$ cat config.mk
export PLATFORM = sky130hd
export DESIGN_NAME = cmfc_top
export DESIGN_NICKNAME = d
export VERILOG_FILES = /design/src/hw/cmfc_pkg.sv /design/src/hw/cmfc_top.sv /design/src/hw/cmfc_flt_slot.sv
export SDC_FILE = /design/constraint.sdc
export NUM_CORES = 1
export LEC_CHECK = 0
export ABC_CLOCK_PERIOD_IN_PS = 1940
export BUFFER_PORTS_ARGS = -buffer_cell sky130_fd_sc_hd__buf_2
export CORE_MARGIN = 2
export CORE_UTILIZATION = 45
export CTS_BUF_LIST = sky130_fd_sc_hd__clkbuf_16
export DETAILED_ROUTE_END_ITERATION = 7
export PLACE_DENSITY = 0.76
export SLEW_MARGIN = 40
export SYNTH_ARGS = -nofsm -noshare
export SYNTH_HDL_FRONTEND = slang
export SYNTH_SLANG_ARGS = --single-unit
$ cat constraint.sdc
create_clock -name clk_i -period 1.94 [get_ports clk_i]
set_input_delay 0.388 -clock clk_i [delete_from_list [all_inputs] [get_ports clk_i]]
set_output_delay 0.388 -clock clk_i [all_outputs]
set_load 0.05 [all_outputs]
$ cat src/hw/cmfc_pkg.sv
// shared constants and types for the can mode and filter control block
package cmfc_pkg;

   // register byte offsets on the wishbone bus
   localparam logic [7:0] ADR_MODULE_CTRL = 8'h00;
   localparam logic [7:0] ADR_FLT_GROUP7  = 8'h04;

   // field positions in can_module_control
   localparam int ABORT_BIT  = 27;
   localparam int REQ_LSB    = 24;
   localparam int OPM_LSB    = 21;
   localparam int CAP_BIT    = 20;
   localparam int ON_BIT     = 15;
   localparam int SIDLE_BIT  = 13;
   localparam int BUSY_BIT   = 11;
   localparam int DNCNT_LSB  = 0;

   // widths
   localparam int NUM_TXBUF  = 32;
   localparam int NUM_FLT    = 4;
   localparam int NUM_MASK   = 4;
   localparam int TMR_W      = 16;

   // operating mode codes, shared by request and status fields
   typedef enum logic [2:0] {
      MODE_NORMAL     = 3'h0,
      MODE_DISABLE    = 3'h1,
      MODE_LOOPBACK   = 3'h2,
      MODE_LISTEN     = 3'h3,
      MODE_CONFIG     = 3'h4,
      MODE_RSVD5      = 3'h5,
      MODE_RSVD6      = 3'h6,
      MODE_LISTEN_ALL = 3'h7
   } cmfc_mode_t;

   // values after reset
   localparam cmfc_mode_t REQ_RST   = MODE_CONFIG;
   localparam cmfc_mode_t OPM_RST   = MODE_CONFIG;
   localparam logic [4:0] DNCNT_RST = 5'h00;

   // mode change settle time after the engine goes idle
   localparam int CLK_NS        = 10;
   localparam int MODE_SETTLE_NS = 30;
   localparam int SETTLE_CYC    = (MODE_SETTLE_NS + CLK_NS - 1) / CLK_NS;
   localparam logic [3:0] SETTLE_LD = 4'(SETTLE_CYC - 1);

   // mode change sequencer states
   typedef enum logic [2:0] {
      ST_IDLE   = 3'b001,
      ST_DRAIN  = 3'b010,
      ST_SETTLE = 3'b100
   } cmfc_state_t;

   // one filter byte: enable on top, mask select, fifo select at bottom
   typedef struct packed {
      logic       en;
      logic [1:0] msel;
      logic [4:0] fsel;
   } cmfc_flt_t;

   localparam cmfc_flt_t FLT_RST = 8'h00;

   function automatic logic mode_is_legal(input logic [2:0] m);
      return (m != MODE_RSVD5) && (m != MODE_RSVD6);
   endfunction : mode_is_legal

   function automatic logic mode_may_tx(input logic [2:0] m);
      return (m == MODE_NORMAL) || (m == MODE_LOOPBACK);
   endfunction : mode_may_tx

endpackage : cmfc_pkg

$ cat src/hw/cmfc_top.sv
// can mode control, abort, time stamp and filter group 7 with wishbone regs
//
// Decided for this implementation: the address map and the Wishbone interface to the registers.
`timescale 1ns/1ps
module cmfc_top (
   input  wire logic                    clk_i,
   input  wire logic                    rst_i,
   // wishbone classic slave
   input  wire logic                    wb_cyc_i,
   input  wire logic                    wb_stb_i,
   input  wire logic                    wb_we_i,
   input  wire logic [7:0]              wb_adr_i,
   input  wire logic [3:0]              wb_sel_i,
   input  wire logic [31:0]             wb_dat_i,
   output logic      [31:0]             wb_dat_o,
   output logic                         wb_ack_o,
   // message engine side
   input  wire logic [31:0]             tx_pending_i,
   input  wire logic                    eng_busy_i,
   input  wire logic                    rx_valid_i,
   input  wire logic [15:0]             flt_match_i,
   output logic      [31:0]             tx_abort_o,
   output logic                         module_en_o,
   output logic      [2:0]              op_mode_o,
   output logic                         tx_allowed_o,
   output logic      [15:0]             rx_stamp_o,
   output logic                         rx_stamp_vld_o,
   output logic                         rx_accept_o,
   output logic      [4:0]              rx_fifo_o
);

   // ---------------- wishbone slave ----------------
   logic        ack_r;
   logic [31:0] rdat_r;
   logic [31:0] rd_val;
   logic        req_go;
   logic        wr_go;
   logic        hit_ctrl;
   logic        hit_flt;

   assign req_go   = wb_cyc_i & wb_stb_i & ~ack_r;
   // writes take effect on the edge where the master sees ack
   assign wr_go    = wb_cyc_i & wb_stb_i & wb_we_i & ack_r;
   assign hit_ctrl = (wb_adr_i == cmfc_pkg::ADR_MODULE_CTRL);
   assign hit_flt  = (wb_adr_i == cmfc_pkg::ADR_FLT_GROUP7);

   always_ff @(posedge clk_i) begin
      if (rst_i) begin
         ack_r <= 1'b0;
      end else begin
         ack_r <= req_go;
      end
   end

   always_ff @(posedge clk_i) begin
      if (rst_i) begin
         rdat_r <= 32'h0000_0000;
      end else if (req_go) begin
         rdat_r <= rd_val;
      end
   end

   assign wb_ack_o = ack_r;
   assign wb_dat_o = rdat_r;

   // ---------------- control register state ----------------
   logic        abort_r;
   logic [2:0]  req_r;
   logic [2:0]  cur_r;
   logic        cap_r;
   logic        on_r;
   logic        sidle_r;
   logic        active_r;
   logic [4:0]  dncnt_r;
   logic        tx_ok_r;
   logic        wr_b3;
   logic        wr_b2;
   logic        wr_b1;
   logic        wr_b0;
   logic        abort_set;
   logic        abort_done;

   assign wr_b3 = wr_go & hit_ctrl & wb_sel_i[3];
   assign wr_b2 = wr_go & hit_ctrl & wb_sel_i[2];
   assign wr_b1 = wr_go & hit_ctrl & wb_sel_i[1];
   assign wr_b0 = wr_go & hit_ctrl & wb_sel_i[0];

   assign abort_set  = wr_b3 & wb_dat_i[cmfc_pkg::ABORT_BIT];
   assign abort_done = abort_r & (tx_pending_i == 32'h0000_0000);

   // a set in the same cycle as the hardware clear wins
   always_ff @(posedge clk_i) begin
      if (rst_i) begin
         abort_r <= 1'b0;
      end else if (abort_set) begin
         abort_r <= 1'b1;
      end else if (abort_done) begin
         abort_r <= 1'b0;
      end
   end

   always_ff @(posedge clk_i) begin
      if (rst_i) begin
         tx_abort_o <= 32'h0000_0000;
      end else begin
         tx_abort_o <= {cmfc_pkg::NUM_TXBUF{abort_r & ~abort_done}};
      end
   end

   always_ff @(posedge clk_i) begin
      if (rst_i) begin
         req_r <= cmfc_pkg::REQ_RST;
      end else if (wr_b3 && cmfc_pkg::mode_is_legal(
                  wb_dat_i[cmfc_pkg::REQ_LSB +: 3])) begin
         req_r <= wb_dat_i[cmfc_pkg::REQ_LSB +: 3];
      end
   end

   always_ff @(posedge clk_i) begin
      if (rst_i) begin
         cap_r   <= 1'b0;
         on_r    <= 1'b0;
         sidle_r <= 1'b0;
         dncnt_r <= cmfc_pkg::DNCNT_RST;
      end else begin
         if (wr_b2) cap_r <= wb_dat_i[cmfc_pkg::CAP_BIT];
         if (wr_b1) begin
            on_r    <= wb_dat_i[cmfc_pkg::ON_BIT];
            sidle_r <= wb_dat_i[cmfc_pkg::SIDLE_BIT];
         end
         if (wr_b0) dncnt_r <= wb_dat_i[cmfc_pkg::DNCNT_LSB +: 5];
      end
   end

   // module stays active until the engine finishes its transaction
   always_ff @(posedge clk_i) begin
      if (rst_i) begin
         active_r <= 1'b0;
      end else begin
         active_r <= on_r | (active_r & eng_busy_i);
      end
   end

   assign module_en_o = active_r;

   // ---------------- mode change sequencer ----------------
   cmfc_pkg::cmfc_state_t st_r;
   logic [3:0]            settle_r;

   always_ff @(posedge clk_i) begin
      if (rst_i) begin
         st_r     <= cmfc_pkg::ST_IDLE;
         settle_r <= 4'h0;
         cur_r    <= cmfc_pkg::OPM_RST;
         tx_ok_r  <= 1'b0;
      end else begin
         case (st_r)
            cmfc_pkg::ST_IDLE: begin
               if (req_r != cur_r) st_r <= cmfc_pkg::ST_DRAIN;
            end
            cmfc_pkg::ST_DRAIN: begin
               if (!eng_busy_i) begin
                  st_r     <= cmfc_pkg::ST_SETTLE;
                  settle_r <= cmfc_pkg::SETTLE_LD;
               end
            end
            cmfc_pkg::ST_SETTLE: begin
               if (settle_r == 4'h0) begin
                  cur_r   <= req_r;
                  tx_ok_r <= cmfc_pkg::mode_may_tx(req_r);
                  st_r    <= cmfc_pkg::ST_IDLE;
               end else begin
                  settle_r <= settle_r - 4'h1;
               end
            end
            default: st_r <= cmfc_pkg::ST_IDLE;
         endcase
      end
   end

   assign op_mode_o    = cur_r;
   assign tx_allowed_o = tx_ok_r;

   // ---------------- receive time stamp ----------------
   logic [15:0] tmr_r;

   always_ff @(posedge clk_i) begin
      if (rst_i) begin
         tmr_r <= 16'h0000;
      end else if (cap_r) begin
         tmr_r <= tmr_r + 16'h0001;
      end
   end

   always_ff @(posedge clk_i) begin
      if (rst_i) begin
         rx_stamp_o     <= 16'h0000;
         rx_stamp_vld_o <= 1'b0;
      end else begin
         rx_stamp_vld_o <= rx_valid_i & cap_r;
         if (rx_valid_i && cap_r) rx_stamp_o <= tmr_r;
      end
   end

   // ---------------- filters 28 to 31 ----------------
   cmfc_pkg::cmfc_flt_t cfg [cmfc_pkg::NUM_FLT];
   logic [3:0]          flt_hit;
   logic                wr_flt;

   assign wr_flt = wr_go & hit_flt;

   genvar g;
   generate
      for (g = 0; g < cmfc_pkg::NUM_FLT; g++) begin : g_flt
         cmfc_flt_slot u_slot (
            .clk_i   (clk_i),
            .rst_i   (rst_i),
            .wr_i    (wr_flt & wb_sel_i[g]),
            .wdat_i  (cmfc_pkg::cmfc_flt_t'(wb_dat_i[8*g +: 8])),
            .match_i (flt_match_i[4*g +: 4]),
            .cfg_o   (cfg[g]),
            .hit_o   (flt_hit[g])
         );
      end
   endgenerate

   // lowest numbered enabled filter that matches picks the fifo
   logic [4:0] fifo_sel;

   always_comb begin
      fifo_sel = 5'h00;
      for (int i = cmfc_pkg::NUM_FLT - 1; i >= 0; i--) begin
         if (flt_hit[i]) fifo_sel = cfg[i].fsel;
      end
   end

   always_ff @(posedge clk_i) begin
      if (rst_i) begin
         rx_accept_o <= 1'b0;
         rx_fifo_o   <= 5'h00;
      end else begin
         rx_accept_o <= rx_valid_i & active_r & (|flt_hit);
         if (rx_valid_i && (|flt_hit)) rx_fifo_o <= fifo_sel;
      end
   end

   // ---------------- read mux ----------------
   always_comb begin
      rd_val = 32'h0000_0000;
      if (hit_ctrl) begin
         rd_val = {4'h0, abort_r, req_r, cur_r, cap_r, 4'h0,
                   on_r, 1'b0, sidle_r, 1'b0, active_r, 3'h0,
                   3'h0, dncnt_r};
      end else if (hit_flt) begin
         rd_val = {cfg[3], cfg[2], cfg[1], cfg[0]};
      end
   end

   // ---------------- checks ----------------
   localparam int SET_HI = cmfc_pkg::SETTLE_CYC + 1;
endmodule : cmfc_top

$ cat src/hw/cmfc_flt_slot.sv
// one acceptance filter slot: config byte, write lock and match gating
`timescale 1ns/1ps
module cmfc_flt_slot (
   input  wire logic               clk_i,
   input  wire logic               rst_i,
   input  wire logic               wr_i,
   input  wire cmfc_pkg::cmfc_flt_t wdat_i,
   input  wire logic [3:0]         match_i,
   output cmfc_pkg::cmfc_flt_t     cfg_o,
   output logic                    hit_o
);

   cmfc_pkg::cmfc_flt_t cfg_r;

   always_ff @(posedge clk_i) begin
      if (rst_i) begin
         cfg_r <= cmfc_pkg::FLT_RST;
      end else if (wr_i) begin
         cfg_r.en <= wdat_i.en;
         if (!cfg_r.en) begin
            cfg_r.msel <= wdat_i.msel;
            cfg_r.fsel <= wdat_i.fsel;
         end
      end
   end

   // a disabled filter never matches; msel picks one of four mask results
   assign hit_o = cfg_r.en & match_i[cfg_r.msel];
   assign cfg_o = cfg_r;
endmodule : cmfc_flt_slot

# Yosys cells after proc, flatten, opt, wreduce, memory -nomap -nowiden
# Index checks and enable logic that the tools add are counted.
[word_totals]
register_bits = 129
inputBits = 99
out_inout_bits = 93
[classes]
n_eq_ne = 12
addsub = 2
n_lt_le_gt_ge = 4
reduce_logical = 19
mux = 23
n_bitwise = 32
[ops]
columns = ["cell", "count"]
rows = [
  ["2-to-1 mux 32 bit", 2],
  ["logical NOT 32 bit", 1],
  ["bitwise AND 1 bit", 25],
  ["2-to-1 mux 5 bit", 4],
  ["adder 16 x 1 -> 16 bit, second input constant", 1],
  ["less-than comparator 2 x 3 -> 1 bit, second input constant", 4],
  ["AND reduction 2 bit", 5],
  ["2-to-1 mux 3 bit", 3],
  ["case mux 3 bit (3 select lines)", 1],
  ["binary-select mux 1 bit (select 2 bit)", 4],
  ["== test 8 x 3 -> 1 bit, second input constant", 1],
  ["logical NOT 8 bit", 1],
  ["2-to-1 mux 4 bit", 2],
  ["inequality test 2 bit, second input constant", 4],
  ["case mux 4 bit (2 select lines)", 1],
  ["== test 3 x 2 -> 1 bit, second input constant", 2],
  ["2-to-1 mux 1 bit", 6],
  ["inequality test 3 bit, second input constant", 2],
  ["NOT 1 bit", 6],
  ["AND reduction 3 bit", 2],
  ["logical AND 1 bit", 4],
  ["logical NOT 4 bit", 1],
  ["nonzero test 2 bit", 2],
  ["OR reduction 4 bit", 1],
  ["7 further kinds", 7],
]

# Logic depth before layout (Yosys ltp)
# Gate-level depths: netlist of run 1.
[depth]
depth_word = 7
depth_mapped = 7
ltp_nobuf = 7

# Cells and area by module
# From an unflattened synthesis of run 1, not the netlist that was laid out.
[hier_totals]
cells_unflattened = 620
area_unflattened_um2 = 5696.7
[by_module_without_submodules]
columns = ["module", "seq_area_each_um2", "area_per_inst_um2", "cells_per_inst", "n_inst"]
rows = [
  ["cmfc_top", 1941.9, 4430.5, 504, 1],
  ["cmfc_flt_slot", 160.2, 316.6, 29, 4],
]

# Least setup slack after synthesis of run 1
# No wires, ideal clock.
[synth_path]
kind = "reg-to-reg"
startpoint = "register ack_r (netlist: wb_ack_o)"
endpoint = "register g_flt[0].u_slot.cfg_r, in the netlist g_flt[0].u_slot.cfg_o[4]"
path_buffers = 2
stages_incl_launch_ff = 8
path_slack_ns = -0.229
arrival_ns = 2.041
required_ns = 1.812
period_less_slack_ns = 2.169
cell_sequence = "dfxtp_1 > and4_1 > buf_2 > nand4_1 > or3b_2 > buf_2 > mux2i_1 > nor2_1"
[synth_between]
elab_chain_cells = 4
[synth_lines]
columns = ["item", "line_no", "rtl"]
rows = [
  ["start: declaration", "cmfc_top.sv:33", "logic ack_r;"],
  ["start signal: assignment", "cmfc_top.sv:51", "ack_r <= req_go;"],
  ["bitwise AND 1 bit", "cmfc_top.sv:43", "assign wr_go = wb_cyc_i & wb_stb_i & wb_we_i & ack_r;"],
  ["bitwise AND 1 bit", "cmfc_top.sv:210", "assign wr_flt = wr_go & hit_flt;"],
  ["bitwise AND 1 bit", "cmfc_top.sv:218", ".wr_i (wr_flt & wb_sel_i[g]),"],
  ["AND reduction 2 bit (no source line)", "--", ""],
  ["end signal: assignment", "cmfc_flt_slot.sv:17", "cfg_r <= cmfc_pkg::FLT_RST;"],
  ["end: declaration", "cmfc_flt_slot.sv:13", "cmfc_pkg::cmfc_flt_t cfg_r;"],
]
# No other way between the ends.
# A chain may end at the register's enable or synchronous reset.

# Worst setup path in the final report of run 1
[layout_path]
startpoint = "register g_flt[2].u_slot.cfg_r, in the netlist g_flt[2].u_slot.cfg_o[5]"
endpoint = "register rx_fifo_o[4]"
[layout_between]
elab_chain_cells = 6
[layout_lines]
columns = ["item", "line_no", "rtl"]
rows = [
  ["start: declaration", "cmfc_flt_slot.sv:13", ""],
  ["start signal: assignment", "cmfc_flt_slot.sv:17", ""],
  ["binary-select mux 1 bit (select 2 bit) *", "cmfc_flt_slot.sv:28", "assign hit_o = cfg_r.en & match_i[cfg_r.msel];"],
  ["2-to-1 mux 1 bit (not written as such) *", "cmfc_flt_slot.sv:28", ""],
  ["bitwise AND 1 bit *", "cmfc_flt_slot.sv:28", ""],
  ["2-to-1 mux 5 bit (3 in series)", "cmfc_top.sv:233", "if (flt_hit[i]) fifo_sel = cfg[i].fsel;"],
  ["end signal: assignment", "cmfc_top.sv:243", "if (rx_valid_i && (|flt_hit)) rx_fifo_o <= fifo_sel;"],
  ["end: declaration", "cmfc_top.sv:29", "output logic [4:0] rx_fifo_o"],
]
# Mark *: on every way between the ends. The rest lies on a longest branch, timed or not. The select of a mux whose other input is x is not followed.

==> results.md, run 1 <==
* Worst Tran Pin Value at ~0.57 ns
* Net Count, Synth at 730
* Mean routed wirelength per cell at 15.4 microns
* Number of input and output port buffers inserted at ~190
* Gate count after technology mapping at between 600 and 700
* RSZ-0062 raised after global routing: no
* Remaining DRCs at 0
* Ratio of cells with drive above 1 in the final layout at 0.335
* Total count of hold-check failures in the final report at 0
* Footprint of the multi-input gates at between 2000 and 3000 sq um
* Fin crit period at roughly 1.9 ns
* Slew Limit Headroom at 0.620
* Aggregate global routing overflow at 0
* Core area at between 10000 and 15000 sq um
* Sequential cell area fraction in the yosys report at 0.462
* Highest net fanout along the worst path at 7
* DRT Wirelength at 15.1 mm
* Number of cells in the design after placement at 950
* Non-Filler Instances at a little under 1k
* Total negative setup slack at 0 ns
* Clock tree skew after final layout at roughly 0.0067 ns
* Worst EP arrival at about 2.2 ns
* CP Cell Sequence: mux4_2 -> and2_4 -> nand4bb_4 -> and3_4 -> a32o_1
* Area overhead of the layout relative to synthesis at 28.1%
* Crit-path leading delay family: simple AND/OR/NAND/NOR gates
* Cts bufs inserted at 17
* Fin Hold WS at between 0.2 and 0.25 ns
* H-Tree Level Count at 4
* Synthesis Warnings at 0
* Placement Rows at 40
* Power Dens Cells at 841 nW/um^2
* Data required time at the worst endpoint at 2.24 ns
* Clock tree from TritonCTS: done
* Count of buffers added by post-CTS timing repair for setup at 0
* Leak Pwr at 3.30 nW
* Clock latency on the worst-skew pair at 0.42 ns
* Setup violation total in the final timing report at 0
* Vias/cell at ~5.2
* CTS clock-pin slew for the worst setup and hold paths at roughly 0.060 ns
* Total vias in the final route at 5081
* Die area at 13300 sq um
* Number of buffers and inverters on the critical path at 0
* Remaining number of nets flagged by the antenna check after routing at 0
* Vias in the first global route at 4619
* Adder-Cell Fraction of Synth Area at 0.00448
* Cell with the largest stage delay on the worst path: mux4_2
* First DRT Iteration DRCs at 400
* FMAX at 534 MHz
* Clock root buffer: clkbuf_16
* Outcome: complete, no violations
* Complex-gate fraction of the synthesized area at 0.107
* Diodes inserted at 0
* Fill count at between 1k and 1.5k
* Post-synthesis average cell area at about 8.9 sq um
* Xor and xnor area share after synthesis at 0.0329
* Final net count at 902
* Final period utilization at 0.965
* Max Slew Vio Count at 0
* Capturing element type of the critical path: flop
* # clock sinks at between 100 and 150
* Number of iterations in the first detailed-routing pass at 5
* Yosys reg bits at approximately 130
* Antenna violations before repair at 0
* Maximum single-stage delay on the critical path at 0.53 ns
* FF+latch area at between 2000 and 3000 sq um
* Total global-route track usage at 0.230
* Chip height at roughly 120 microns
* Routability-driven placement congestion ratio at approximately 0.86
* Overall power of the completed layout at approximately 0.006 W
* Post-DP HPWL at between 10 and 15 mm
* Simple-gate share of the synthesized area at 0.231
* Number of buffers between clock root and the deepest sink at 2
* Top-level port count at between 150 and 200
* Worst ir drop on vdd at around 0.75 mV
* Multiplexer share of the synthesized area at 0.0898
* Sort of element at the start of the critical path: flop
* Chip Width at approximately 120 microns
* Mapped cell area at around 5600 sq um
* Worst Hold Class: in2reg
* Worst Path Class, Setup: reg2reg
* Combinational family with the most area after synthesis: simple AND/OR/NAND/NOR gates
* Wire length of the first global-routing pass at approximately 24 mm
* Count of unique library cells instantiated by Yosys at 53
* Maximum number of pins on one net before global-route repair at 70
* Starting density of the core at 0.463
* Number of maximum-capacitance violations at 0
layout by cell type, fill, tap and decap left out, types with 3 or more instances in the layout:
| cell | instances |
|---|---|
| nor2b_1 | 4 |
| nand4_1 | 8 |
| dfxtp_1 | 126 |
| nand2b_1 | 3 |
| nor3b_1 | 5 |
| xnor2_1 | 10 |
| nand2_1 | 71 |
| clkinv_2 | 4 |
| a221oi_1 | 18 |
| nor4_1 | 11 |
| a21oi_1 | 38 |
| buf_2 | 190 |
| xor2_1 | 11 |
| clkinv_1 | 4 |
| a221o_2 | 5 |
| mux2i_1 | 43 |
| nor2_1 | 91 |
| clkbuf_16 | 17 |
| nor3_1 | 22 |
| inv_1 | 7 |
| and3_1 | 6 |
| or3b_2 | 3 |
| buf_4 | 29 |
| o21ai_0 | 8 |
| a32o_1 | 5 |
| nand3_1 | 34 |
report_power, final:
group	switching, W	internal, W	total [W]	leakage, nW
clock	0.00108	0.00183	0.00291	0.276
combinational	0.000255	0.000157	0.000411	1.98
sequential	0.0000203	0.00268	0.00270	1.04
area by class of cell:
class / instances / share of cell area
timing repair buffer: 221 / 0.169
tap: 168 / 0.0294
multi-input combinational: 428 / 0.363
clock buffer: 17 / 0.0595
inverter: 4 / 0.00210
sequential: 129 / 0.362
clock inverter: 13 / 0.0149
worst paths after layout:
path                                                from                        to  slack [ns]  cells past startpoint
worst max register to register  g_flt[2].u_slot.cfg_o[5]              rx_fifo_o[4]        0.07                      5
worst min-delay path                        wb_dat_i[28]  g_flt[3].u_slot.cfg_o[4]        0.21                      3
worst max-delay path            g_flt[2].u_slot.cfg_o[5]              rx_fifo_o[4]        0.07                      5
worst min register to register              wb_dat_o[29]              wb_dat_o[29]        0.45                      2
stage by stage:
| step | cell area (sq um) | util | setup slack (ns) |
|---|---|---|---|
| final | 7150 | 0.593 | 0.0671 |
| after global routing | 7150 | 0.593 | 0.00506 |
| after CTS | 7150 | 0.593 | 0.0368 |
| after detailed placement | 6620 | 0.549 | -0.163 |
| after global placement | 6620 | 0.549 | -0.188 |
| after floorplan | 5590 | - | 0.0496 |
routing by layer:
layer	wire, microns	global-route usage	vias up	part of all wire
met2	7110	0.360	170	0.47
met5	0	0	-	0
met3	1040	0.0722	27	0.069
li1	-	-	2514	-
met1	6650	0.299	2370	0.44
met4	295	0.0835	0	0.020
synth_stat cells (all sizes together):
| library cell | instances | area, sq um |
|---|---|---|
| a21o | 1 | 7.51 |
| a21oi | 39 | 199 |
| a221o | 5 | 56.3 |
| a221oi | 18 | 158 |
| a22oi | 1 | 21.3 |
| a2bb2oi | 1 | 8.76 |
| a311oi | 1 | 8.76 |
| a31o | 1 | 8.76 |
| a31oi | 2 | 12.5 |
| a32o | 5 | 50.1 |
| and2 | 3 | 22.5 |
| and2b | 1 | 8.76 |
| and3 | 7 | 48.8 |
| and3b | 1 | 8.76 |
| and4 | 2 | 18.8 |
| buf | 44 | 300 |
| clkbuf | 24 | 90.1 |
| dfxtp | 129 | 2580 |
| ha | 2 | 25.0 |
| inv | 4 | 15.0 |
| mux2 | 2 | 22.5 |
| mux2i | 43 | 430 |
| mux4 | 2 | 48.8 |
| nand2 | 71 | 267 |
| nand2b | 3 | 18.8 |
| nand3 | 34 | 170 |
| nand4 | 8 | 50.1 |
| nand4b | 1 | 8.76 |
| nand4bb | 1 | 27.5 |
| nor2 | 92 | 345 |
| nor2b | 4 | 25.0 |
| nor3 | 22 | 110 |
| nor3b | 5 | 37.5 |
| nor4 | 11 | 68.8 |
| o211a | 1 | 10.0 |
| o21ai | 8 | 40.0 |
| o22ai | 1 | 6.26 |
| o31a | 1 | 8.76 |
| or2 | 1 | 6.26 |
| or2b | 1 | 8.76 |
| or3 | 2 | 12.5 |
| or3b | 3 | 26.3 |
| xnor2 | 10 | 87.6 |
| xor2 | 11 | 96.3 |
logic make-up after synthesis:
| logic type | after synthesis |
|---|---|
| buf+inv | 72 |
| mux | 47 |
| flops | 129 |
| fa+ha+maj | 2 |
| compound gates | 85 |
| xor+xnor | 21 |
| simple gates | 273 |
flip-flops by register name (all words and copies together), names as in the netlist:
| signal | cells |
|---|---|
| abort_r | 1 |
| rx_stamp_vld_o | 1 |
| module_en_o | 1 |
| tx_abort_o | 1 |
| g_flt.u_slot.cfg_o | 32 |
| wb_dat_o | 32 |
| tx_allowed_o | 1 |
| st_r | 3 |
| cap_r | 1 |
| rx_fifo_o | 5 |
| rx_stamp_o | 16 |
| op_mode_o | 3 |
| wb_ack_o | 1 |
| settle_r | 4 |
| req_r | 3 |
| rx_accept_o | 1 |
| on_r | 1 |
| sidle_r | 1 |
| dncnt_r | 5 |
| tmr_r | 16 |
worst min-delay path, stage by stage:
cell and delay (ns):
buf_2 0.07, mux2i_1 0.05, nor2_1 0.08
timing repair:
action | 4_1_cts | 5_1_grt
hold buffers | 0 | 0
setup endpoints to repair | 1 | 7
resized for setup | 1 | 4
pin swaps | 0 | 1
Power figures use the tool's default switching activity.
==> run 2: changes to the inputs <==
Settings changed: CORE_UTILIZATION 45 to 46, PLACE_DENSITY 0.76 to 0.77, SYNTH_HIERARCHICAL from default to 1.
==> run 2 against run 1 <==
The flow now finishes with violations (setup timing). Total power shrank 1.8%. Fmax down 3.9%. Critical path type unchanged. Synthesized cell count down 1.4%.
==> results.md, run 2 <==
* Fin crit period at 1.95 ns (+0.0755 ns)
* FMAX at 513 MHz (-3.9%)
* Data required time at the worst endpoint at 2.26 ns (+0.02 ns)
* Placed inst area at 6810 sq um (+2.9%)
* Vias in the first global route at 4798 (+3.9%)
* Area overhead of the layout relative to synthesis at 31.3%
* Total count of hold-check failures in the final report at 0 (unchanged)
* Routability-driven placement congestion ratio at 0.846 (-1.7%)
* Top flip-flop cell by instance count after synthesis: dfxtp_1
* Remaining DRCs at 0 (unchanged)
* Failing checks: setup timing
* Max Slew Vio Count at 0 (unchanged)
* Post-DP HPWL at 10.7 mm (-4.1%)
* Clock root buffer: clkbuf_16
* Worst ir drop on vdd at 0.581 mV (-23%)
* Worst EP arrival at 2.27 ns (+0.09 ns)
* CP Cell Sequence: mux4_2 -> and2_4 -> o41ai_4 -> buf_4 -> a211oi_1 -> nor3_1
* Leak Pwr at 3.17 nW (-3.7%)
* First DRT Iteration DRCs at 313 (-22%)
* Wire length of the first global-routing pass at 23.3 mm (-1.1%)
* Worst Path Class, Setup: reg2reg
* Net Count, Synth at 721 (-1.2%)
* Ranking of synthesized cells by instance count: dfxtp_1, nor2_1, nand2_1
* Clock latency on the worst-skew pair at 0.41 ns (about the same)
* Sort of element at the start of the critical path: flop
* Footprint of the multi-input gates at 2780 sq um (+7.1%)
* Total vias in the final route at 5030 (-1.0%)
* Synth async-reset ratio at 0 (unchanged)
* Maximum number of pins on one net before global-route repair at 48 (-31%)
* Post-route cell area at 7480 sq um (+4.6%)
* Highest net fanout along the worst path at 5 (-2)
* Worst Tran Pin Value at 0.582 ns (+0.0128 ns)
* Mapped cell area at 5700 sq um (+2.0%)
* Post-synthesis average cell area at 9.19 sq um (+3.5%)
* Capturing element type of the critical path: flop
* Synthesis Warnings at 6 (+6)
* Die area at 13300 sq um (-0.19%)
* Worst Setup Slack, final at -0.00836 ns (-0.0755 ns)
* Outcome: finished with violations
* Clock tree skew after final layout at 0.00996 ns (+0.00330 ns)
* DRT Wirelength at 14.8 mm (-2.2%)
* Number of input and output port buffers inserted at 191 (unchanged)
* Leading cell type in the layout, fill and taps excluded: buf_2
* Sequential cell area fraction in the yosys report at 0.453 (-0.00914)
* Yosys reg bits at 129 (unchanged)
* Cts bufs inserted at 17 (unchanged)
* Largest cells by area after synthesis: dfxtp_1, mux2i_1, nor2_1
* Number of iterations in the first detailed-routing pass at 4 (-1)
* Share of the synthesized area in the top cell type at 0.453 (-0.00914)
* Core area at 12100 sq um (unchanged)
* Leading cell types in the layout, fill and taps excluded: buf_2, dfxtp_1, nor2_1, nand2_1, buf_4
* CTS clock-pin slew for the worst setup and hold paths at 0.06 ns (about the same)
* Maximum single-stage delay on the critical path at 0.52 ns (about the same)
* Final net count at 909 (+0.78%)
* Chip Width at 115 microns (about the same)
* Cell with the largest stage delay on the worst path: mux4_2
* Count of unique library cells instantiated by Yosys at 45 (-15%)
* Final period utilization at 1.00 (+0.0389)
* Vias/cell at 5.08 (-2.0%)
* Number of buffers and inverters on the critical path at 1 (+1)
* Aggregate global routing overflow at 0 (unchanged)
* Gate count after technology mapping at 620 (-1.4%)
* RSZ-0062 raised after global routing: yes
* FF+latch area at 2590 sq um (-0.19%)
* Number of enable-type register cells in the synthesized netlist at 0 (unchanged)
* Power Dens Cells at 790 nW/um^2 (-6.1%)
* Most frequent cell after synthesis: dfxtp_1
* Starting density of the core at 0.472 (+0.00934)
* Top-level port count at 192 (unchanged)
* Number of maximum-capacitance violations at 0 (unchanged)
* Ratio of cells with drive above 1 in the final layout at 0.389 (+0.0536)
* Chip height at 115 microns (about the same)
* Remaining number of nets flagged by the antenna check after routing at 0 (unchanged)
* # clock sinks at 129 (unchanged)
* Fin Hold WS at 0.217 ns (+0.00587 ns)
* Mean routed wirelength per cell at 14.9 microns (-3.2%)
* Number of buffers between clock root and the deepest sink at 2 (unchanged)
* Hold bufs inserted after CTS at 0 (unchanged)
* Setup violation total in the final timing report at 1 (+1)
* Worst Hold Class: in2reg
* Antenna violations before repair at 0 (unchanged)
* H-Tree Level Count at 4 (unchanged)
* Overall power of the completed layout at 0.00591 W (-1.8%)
* Clock tree from TritonCTS: done
* Area leader, netlist: dfxtp_1
* Total global-route track usage at 0.225 (-0.00453)
* Slew Limit Headroom at 0.612 (-0.00760)
* Placement Rows at 40 (unchanged)
* Fill count at 1065 (-1.9%)
* Crit-path leading delay family: multiplexers
run 2: path summary, 6_finish.rpt:
kind | endpoint | slack (ns) | start | cells after the start
min | g_flt[3].u_slot/cfg_o[7] | 0.22 | wb_dat_i[31] | 3
max reg2reg | rx_fifo_o[4] | -0.008 | g_flt[0].u_slot/cfg_o[5] | 6
max | rx_fifo_o[4] | -0.008 | g_flt[0].u_slot/cfg_o[5] | 6
min reg2reg | tx_allowed_o | 0.45 | tx_allowed_o | 2
run 2: what timing repair did:
action,in CTS,in global routing
pin swaps,4,10
setup buffers,2,1
gates cloned,1,0
resized for setup,10,16
endpoints found under the setup margin,5,32
run 2: power breakdown:
group | switching [W] | internal [W] | leakage [nW]
Sequential | 0.0000153 | 0.00266 | 1.04
Clock | 0.00119 | 0.00174 | 0.254
Combinational | 0.000158 | 0.000144 | 1.88
Total | 0.00136 | 0.00455 | 3.17
run 2: area by class of cell:
class,count,area share
diodes,1,0.000335
clock buffers,17,0.0569
clock inverters,15,0.0162
inverters,9,0.00452
multi-input cells,417,0.372
flip-flops and latches,129,0.346
well taps,168,0.0281
repair buffers,234,0.176
run 2: logic make-up (layout without fill, tap and decap cells):
family,Yosys count,in the layout,synth area share
and+or+nand+nor,241,242,0.213
other,0,1,0
DFF,129,129,0.453
AOI/OAI and AO/OA,96,96,0.109
adders and majority gates,2,2,0.00439
buffers and inverters,75,275,0.0756
xor gates and xnor gates,16,16,0.0246
muxes,61,61,0.120
run 2: layer usage:
metal | global-route usage | part of all wire | vias up
met1 | 0.278 | 0.44 | 2355
li1 | - | - | 2529
met2 | 0.378 | 0.49 | 124
met3 | 0.0643 | 0.053 | 22
met4 | 0.0771 | 0.017 | 0
met5 | 0 | 0 | -
run 2: worst register-to-register path: cells and delay by family, from the launching register on:
kind | cells | cell delay, ns
multiplexers | 1 | 0.52
AO/OA/AOI/OAI | 2 | 0.41
flip-flops | 1 | 0.35
AND/OR/NAND/NOR | 2 | 0.38
buffers and inverters | 1 | 0.20
run 2: stage by stage:
stage / setup WS [ns] / utilization / TNS (ns) / instances
6_report: -0.00836 / 0.620 / -0.00836 / 990
5_1_grt: -0.0716 / 0.620 / -0.245 / 989
4_1_cts: 0.00486 / 0.614 / 0 / 988
3_5_place_dp: -0.432 / 0.565 / -13.06 / 953
3_3_place_gp: -0.366 / 0.565 / -11.51 / 953
2_1_floorplan: -0.268 / - / -5.50 / 620
==> run 3: changes to the inputs <==
Settings changed: ABC_AREA from default to 1, PLACE_DENSITY 0.77 to 0.76.
==> run 3 against run 2 <==
The flow now finishes without violations. Synthesized area is 6.3% higher. Highest routed layer unchanged. Worst hold slack better by 0.0040 ns. Combinational power is 85% higher. Critical endpoint is now g_flt[2].u_slot/cfg_o[0]. Synthesized cell count is 38% higher. Sequential share of layout area is 0.47 points lower.
==> results.md, run 3 <==
* Outcome: complete, no violations
* Number of cells in the design after placement at 1170 (+23%)
* Net Count, Synth at 954 (+32%)
* Count of unique library cells instantiated by Yosys at 36 (-20%)
* Clock tree from TritonCTS: done
* Power Dens Cells at 846 nW/um^2 (+7.1%)
* Number of input and output port buffers inserted at 191 (unchanged)
* Power share of the combinational group at 0.087 (+0.036)
* Total count of hold-check failures in the final report at 0 (unchanged)
* Number of buffers between clock root and the deepest sink at 2 (unchanged)
* Highest net fanout along the worst path at 8 (+3)
* Chip Width at 119 microns (+3.0%)
* Sequential cell area fraction in the yosys report at 0.427 (-0.0267)
* Maximum number of pins on one net before global-route repair at 77 (+60%)
* Leading cell types in the layout, fill and taps excluded: buf_2, nand2_1, dfxtp_1, a21oi_1, inv_1
* Die area at 14100 sq um (+6.0%)
* Share of total power consumed by net switching at 0.240 (+0.00996)
* CTS clock-pin slew for the worst setup and hold paths at 0.06 ns (about the same)
* Cell internal pwr at 0.00487 W (+7.1%)
* FMAX at 566 MHz (+10%)
* Busiest grt layer: met2
* Footprint of the multi-input gates at 2690 sq um (-3.3%)
* Share of the synthesized area in the top cell type at 0.427 (-0.0267)
* Clk network pwr share at 0.486 (-0.010)
* Largest cells by area after synthesis: dfxtp_1, nand2_1, a21oi_1
* Slew Limit Headroom at 0.602 (-0.0104)
* Fin Hold WS at 0.221 ns (+0.00398 ns)
* Total global-route track usage at 0.228 (+0.00290)
* Post-route cell area at 7570 sq um (+1.2%)
* Top-level port count at 192 (unchanged)
* Starting density of the core at 0.476 (+0.00350)
* Met1 Usage GRT at 0.275 (-0.00313)
* Number of maximum-capacitance violations at 0 (unchanged)
* Data required time at the worst endpoint at 2.21 ns (-0.05 ns)
* Area overhead of the layout relative to synthesis at 25.1%
* Post-synthesis average cell area at 7.10 sq um (-23%)
* Net Sw Power at 0.00154 W (+13%)
* Routability-driven placement congestion ratio at 0.890 (+5.2%)
* Core area at 12700 sq um (+5.5%)
* Mean routed wirelength per cell at 13.4 microns (-10%)
* Placed inst area at 7000 sq um (+2.7%)
* Antenna violations before repair at 0 (unchanged)
* Ranking of synthesized cells by instance count: nand2_1, dfxtp_1, a21oi_1
* Worst Hold Class: in2reg
* Yosys reg bits at 129 (unchanged)
* Aggregate global routing overflow at 0 (unchanged)
* Synthesis Warnings at 6 (unchanged)
* Setup Slack @ Placement at -0.0142 ns (+0.418 ns)
* Vias/cell at 4.98 (-2.0%)
* Proportion of power drawn by flip-flops and latches at 0.427 (-0.026)
* Vias in the first global route at 5587 (+16%)
* Ratio of cells with drive above 1 in the final layout at 0.274 (-0.115)
* H-Tree Level Count at 4 (unchanged)
* Remaining DRCs at 0 (unchanged)
* Cts bufs inserted at 17 (unchanged)
* Top flip-flop cell by instance count after synthesis: dfxtp_1
* RSZ-0062 raised after global routing: no
* Total vias in the final route at 5985 (+19%)
* Area leader, netlist: dfxtp_1
* Routing usage on met3 at 0.0623 (-0.00205)
* Most frequent cell after synthesis: nand2_1
* Worst EP arrival at 2.04 ns (-0.23 ns)
* First DRT Iteration DRCs at 353 (+13%)
* Final net count at 1118 (+23%)
* Worst Path Class, Setup: reg2reg
* Final period utilization at 0.911 (-0.0936)
* Fill count at 1208 (+13%)
* Utilization of the core after routing at 0.595 (-0.0249)
* Clock root buffer: clkbuf_16
* Clock tree skew after final layout at 0.00781 ns (-0.00214 ns)
* Clock latency on the worst-skew pair at 0.42 ns (about the same)
* Chip height at 119 microns (+3.0%)
* Max Slew Vio Count at 0 (unchanged)
* Worst ir drop on vdd at 0.623 mV (+7.3%)
* Number of iterations in the first detailed-routing pass at 6 (+2)
* Setup violation total in the final timing report at 0 (-1)
* Hold bufs inserted after CTS at 0 (unchanged)
* Number of enable-type register cells in the synthesized netlist at 0 (unchanged)
* Worst Tran Pin Value at 0.598 ns (+0.0156 ns)
* Mapped cell area at 6050 sq um (+6.3%)
* FF+latch area at 2580 sq um (-0.14%)
* Non-Filler Instances at 1202 (+21%)
* Synth async-reset ratio at 0 (unchanged)
* Post-DP HPWL at 11.7 mm (+9.3%)
* Capturing element type of the critical path: flop
* R2R Setup Slk at 0.17 ns (+0.18 ns)
* Met2 Usage GRT at 0.383 (+0.00522)
* Leading cell type in the layout, fill and taps excluded: buf_2
* Diodes inserted at 0 (-1)
* Remaining number of nets flagged by the antenna check after routing at 0 (unchanged)
* Placement Rows at 41 (+2.5%)
* Wire length of the first global-routing pass at 25.8 mm (+11%)
* Worst Setup Slack, final at 0.173 ns (+0.182 ns)
* Sort of element at the start of the critical path: flop
* # clock sinks at 129 (unchanged)
* Leak Pwr at 3.62 nW (+14%)
* Gate count after technology mapping at 853 (+38%)
* DRT Wirelength at 16.1 mm (+9.1%)
* Fin crit period at 1.77 ns (-0.182 ns)
-- run 3: cell count changes after synthesis, moves of 12 or more --
cell     delta
mux2_2     -17
a22oi_1    -32
nor4_1     -12
mux2i_1    -40
inv_1      +85
nand2_1   +139
o21ai_0    +47
a21oi_1    +62
a21o_1     +16
nand3_1    +39
nor2_1     -15
-- run 3: cells by family (layout without fill, tap and decap cells) --
| group | Yosys count | in the layout | synth area share |
|---|---|---|---|
| compound gates | 195 | 195 | 0.179 |
| simple gates | 356 | 356 | 0.253 |
| xor+xnor | 4 | 4 | 0.00579 |
| flops | 129 | 129 | 0.427 |
| fa+ha+maj | 2 | 2 | 0.00413 |
| buf+inv | 167 | 344 | 0.131 |
-- run 3: through the flow --
stage,total power (W),setup TNS (ns)
after floorplan,0.00313,0
after global placement,0.00334,0
after detailed placement,0.00335,-0.0242
after CTS,0.00644,0
after global routing,0.00661,0
final,0.00641,0
-- run 3: power by group through the flow --
stage / Combinational [W] / Sequential (W) / Clock (W)
after floorplan: 0.000203 / 0.00292 / 0
after global placement: 0.000551 / 0.00279 / 0
after detailed placement: 0.000558 / 0.00279 / 0
after CTS: 0.000559 / 0.00273 / 0.00315
after global routing: 0.000610 / 0.00274 / 0.00327
final: 0.000560 / 0.00273 / 0.00311
-- run 3: critical path, cell delays in order, from the launching register on --
cell and delay (ns):
dfxtp_1 0.45, nand2_1 0.08, nor2_1 0.15, nand2_1 0.19, nor2_1 0.18, inv_2 0.08, nor2_4 0.20, inv_2 0.12
nand2_1 0.09, a21oi_1 0.07
-- run 3: final timing paths --
path / startpoint / endpoint / depth (start not counted)
max reg2reg: wb_ack_o / g_flt[2].u_slot/cfg_o[0] / 9
min reg2reg: dncnt_r[1] / dncnt_r[1] / 2
max: wb_ack_o / g_flt[2].u_slot/cfg_o[0] / 9
min: wb_dat_i[14] / g_flt[1].u_slot/cfg_o[6] / 3
-- run 3: final cells by class --
cell class                 count  area share
timing repair buffer         208       0.148
multi-input combinational    557       0.355
tap                          172      0.0284
clock buffer                  17      0.0562
clock inverter                15      0.0198
inverter                     104      0.0515
sequential                   129       0.341
-- run 3: routing by layer --
metal | vias to the layer above | wire (microns)
li1 | 3036 | -
met1 | 2653 | 7110
met2 | 270 | 7370
met3 | 26 | 1310
met4 | 0 | 295
met5 | - | 0
-- run 3: what timing repair did --
| item | CTS | global route |
|---|---|---|
| buffers inserted | 0 | 0 |
| gates resized for setup | 0 | 1 |
| setup endpoints to repair | 0 | 1 |
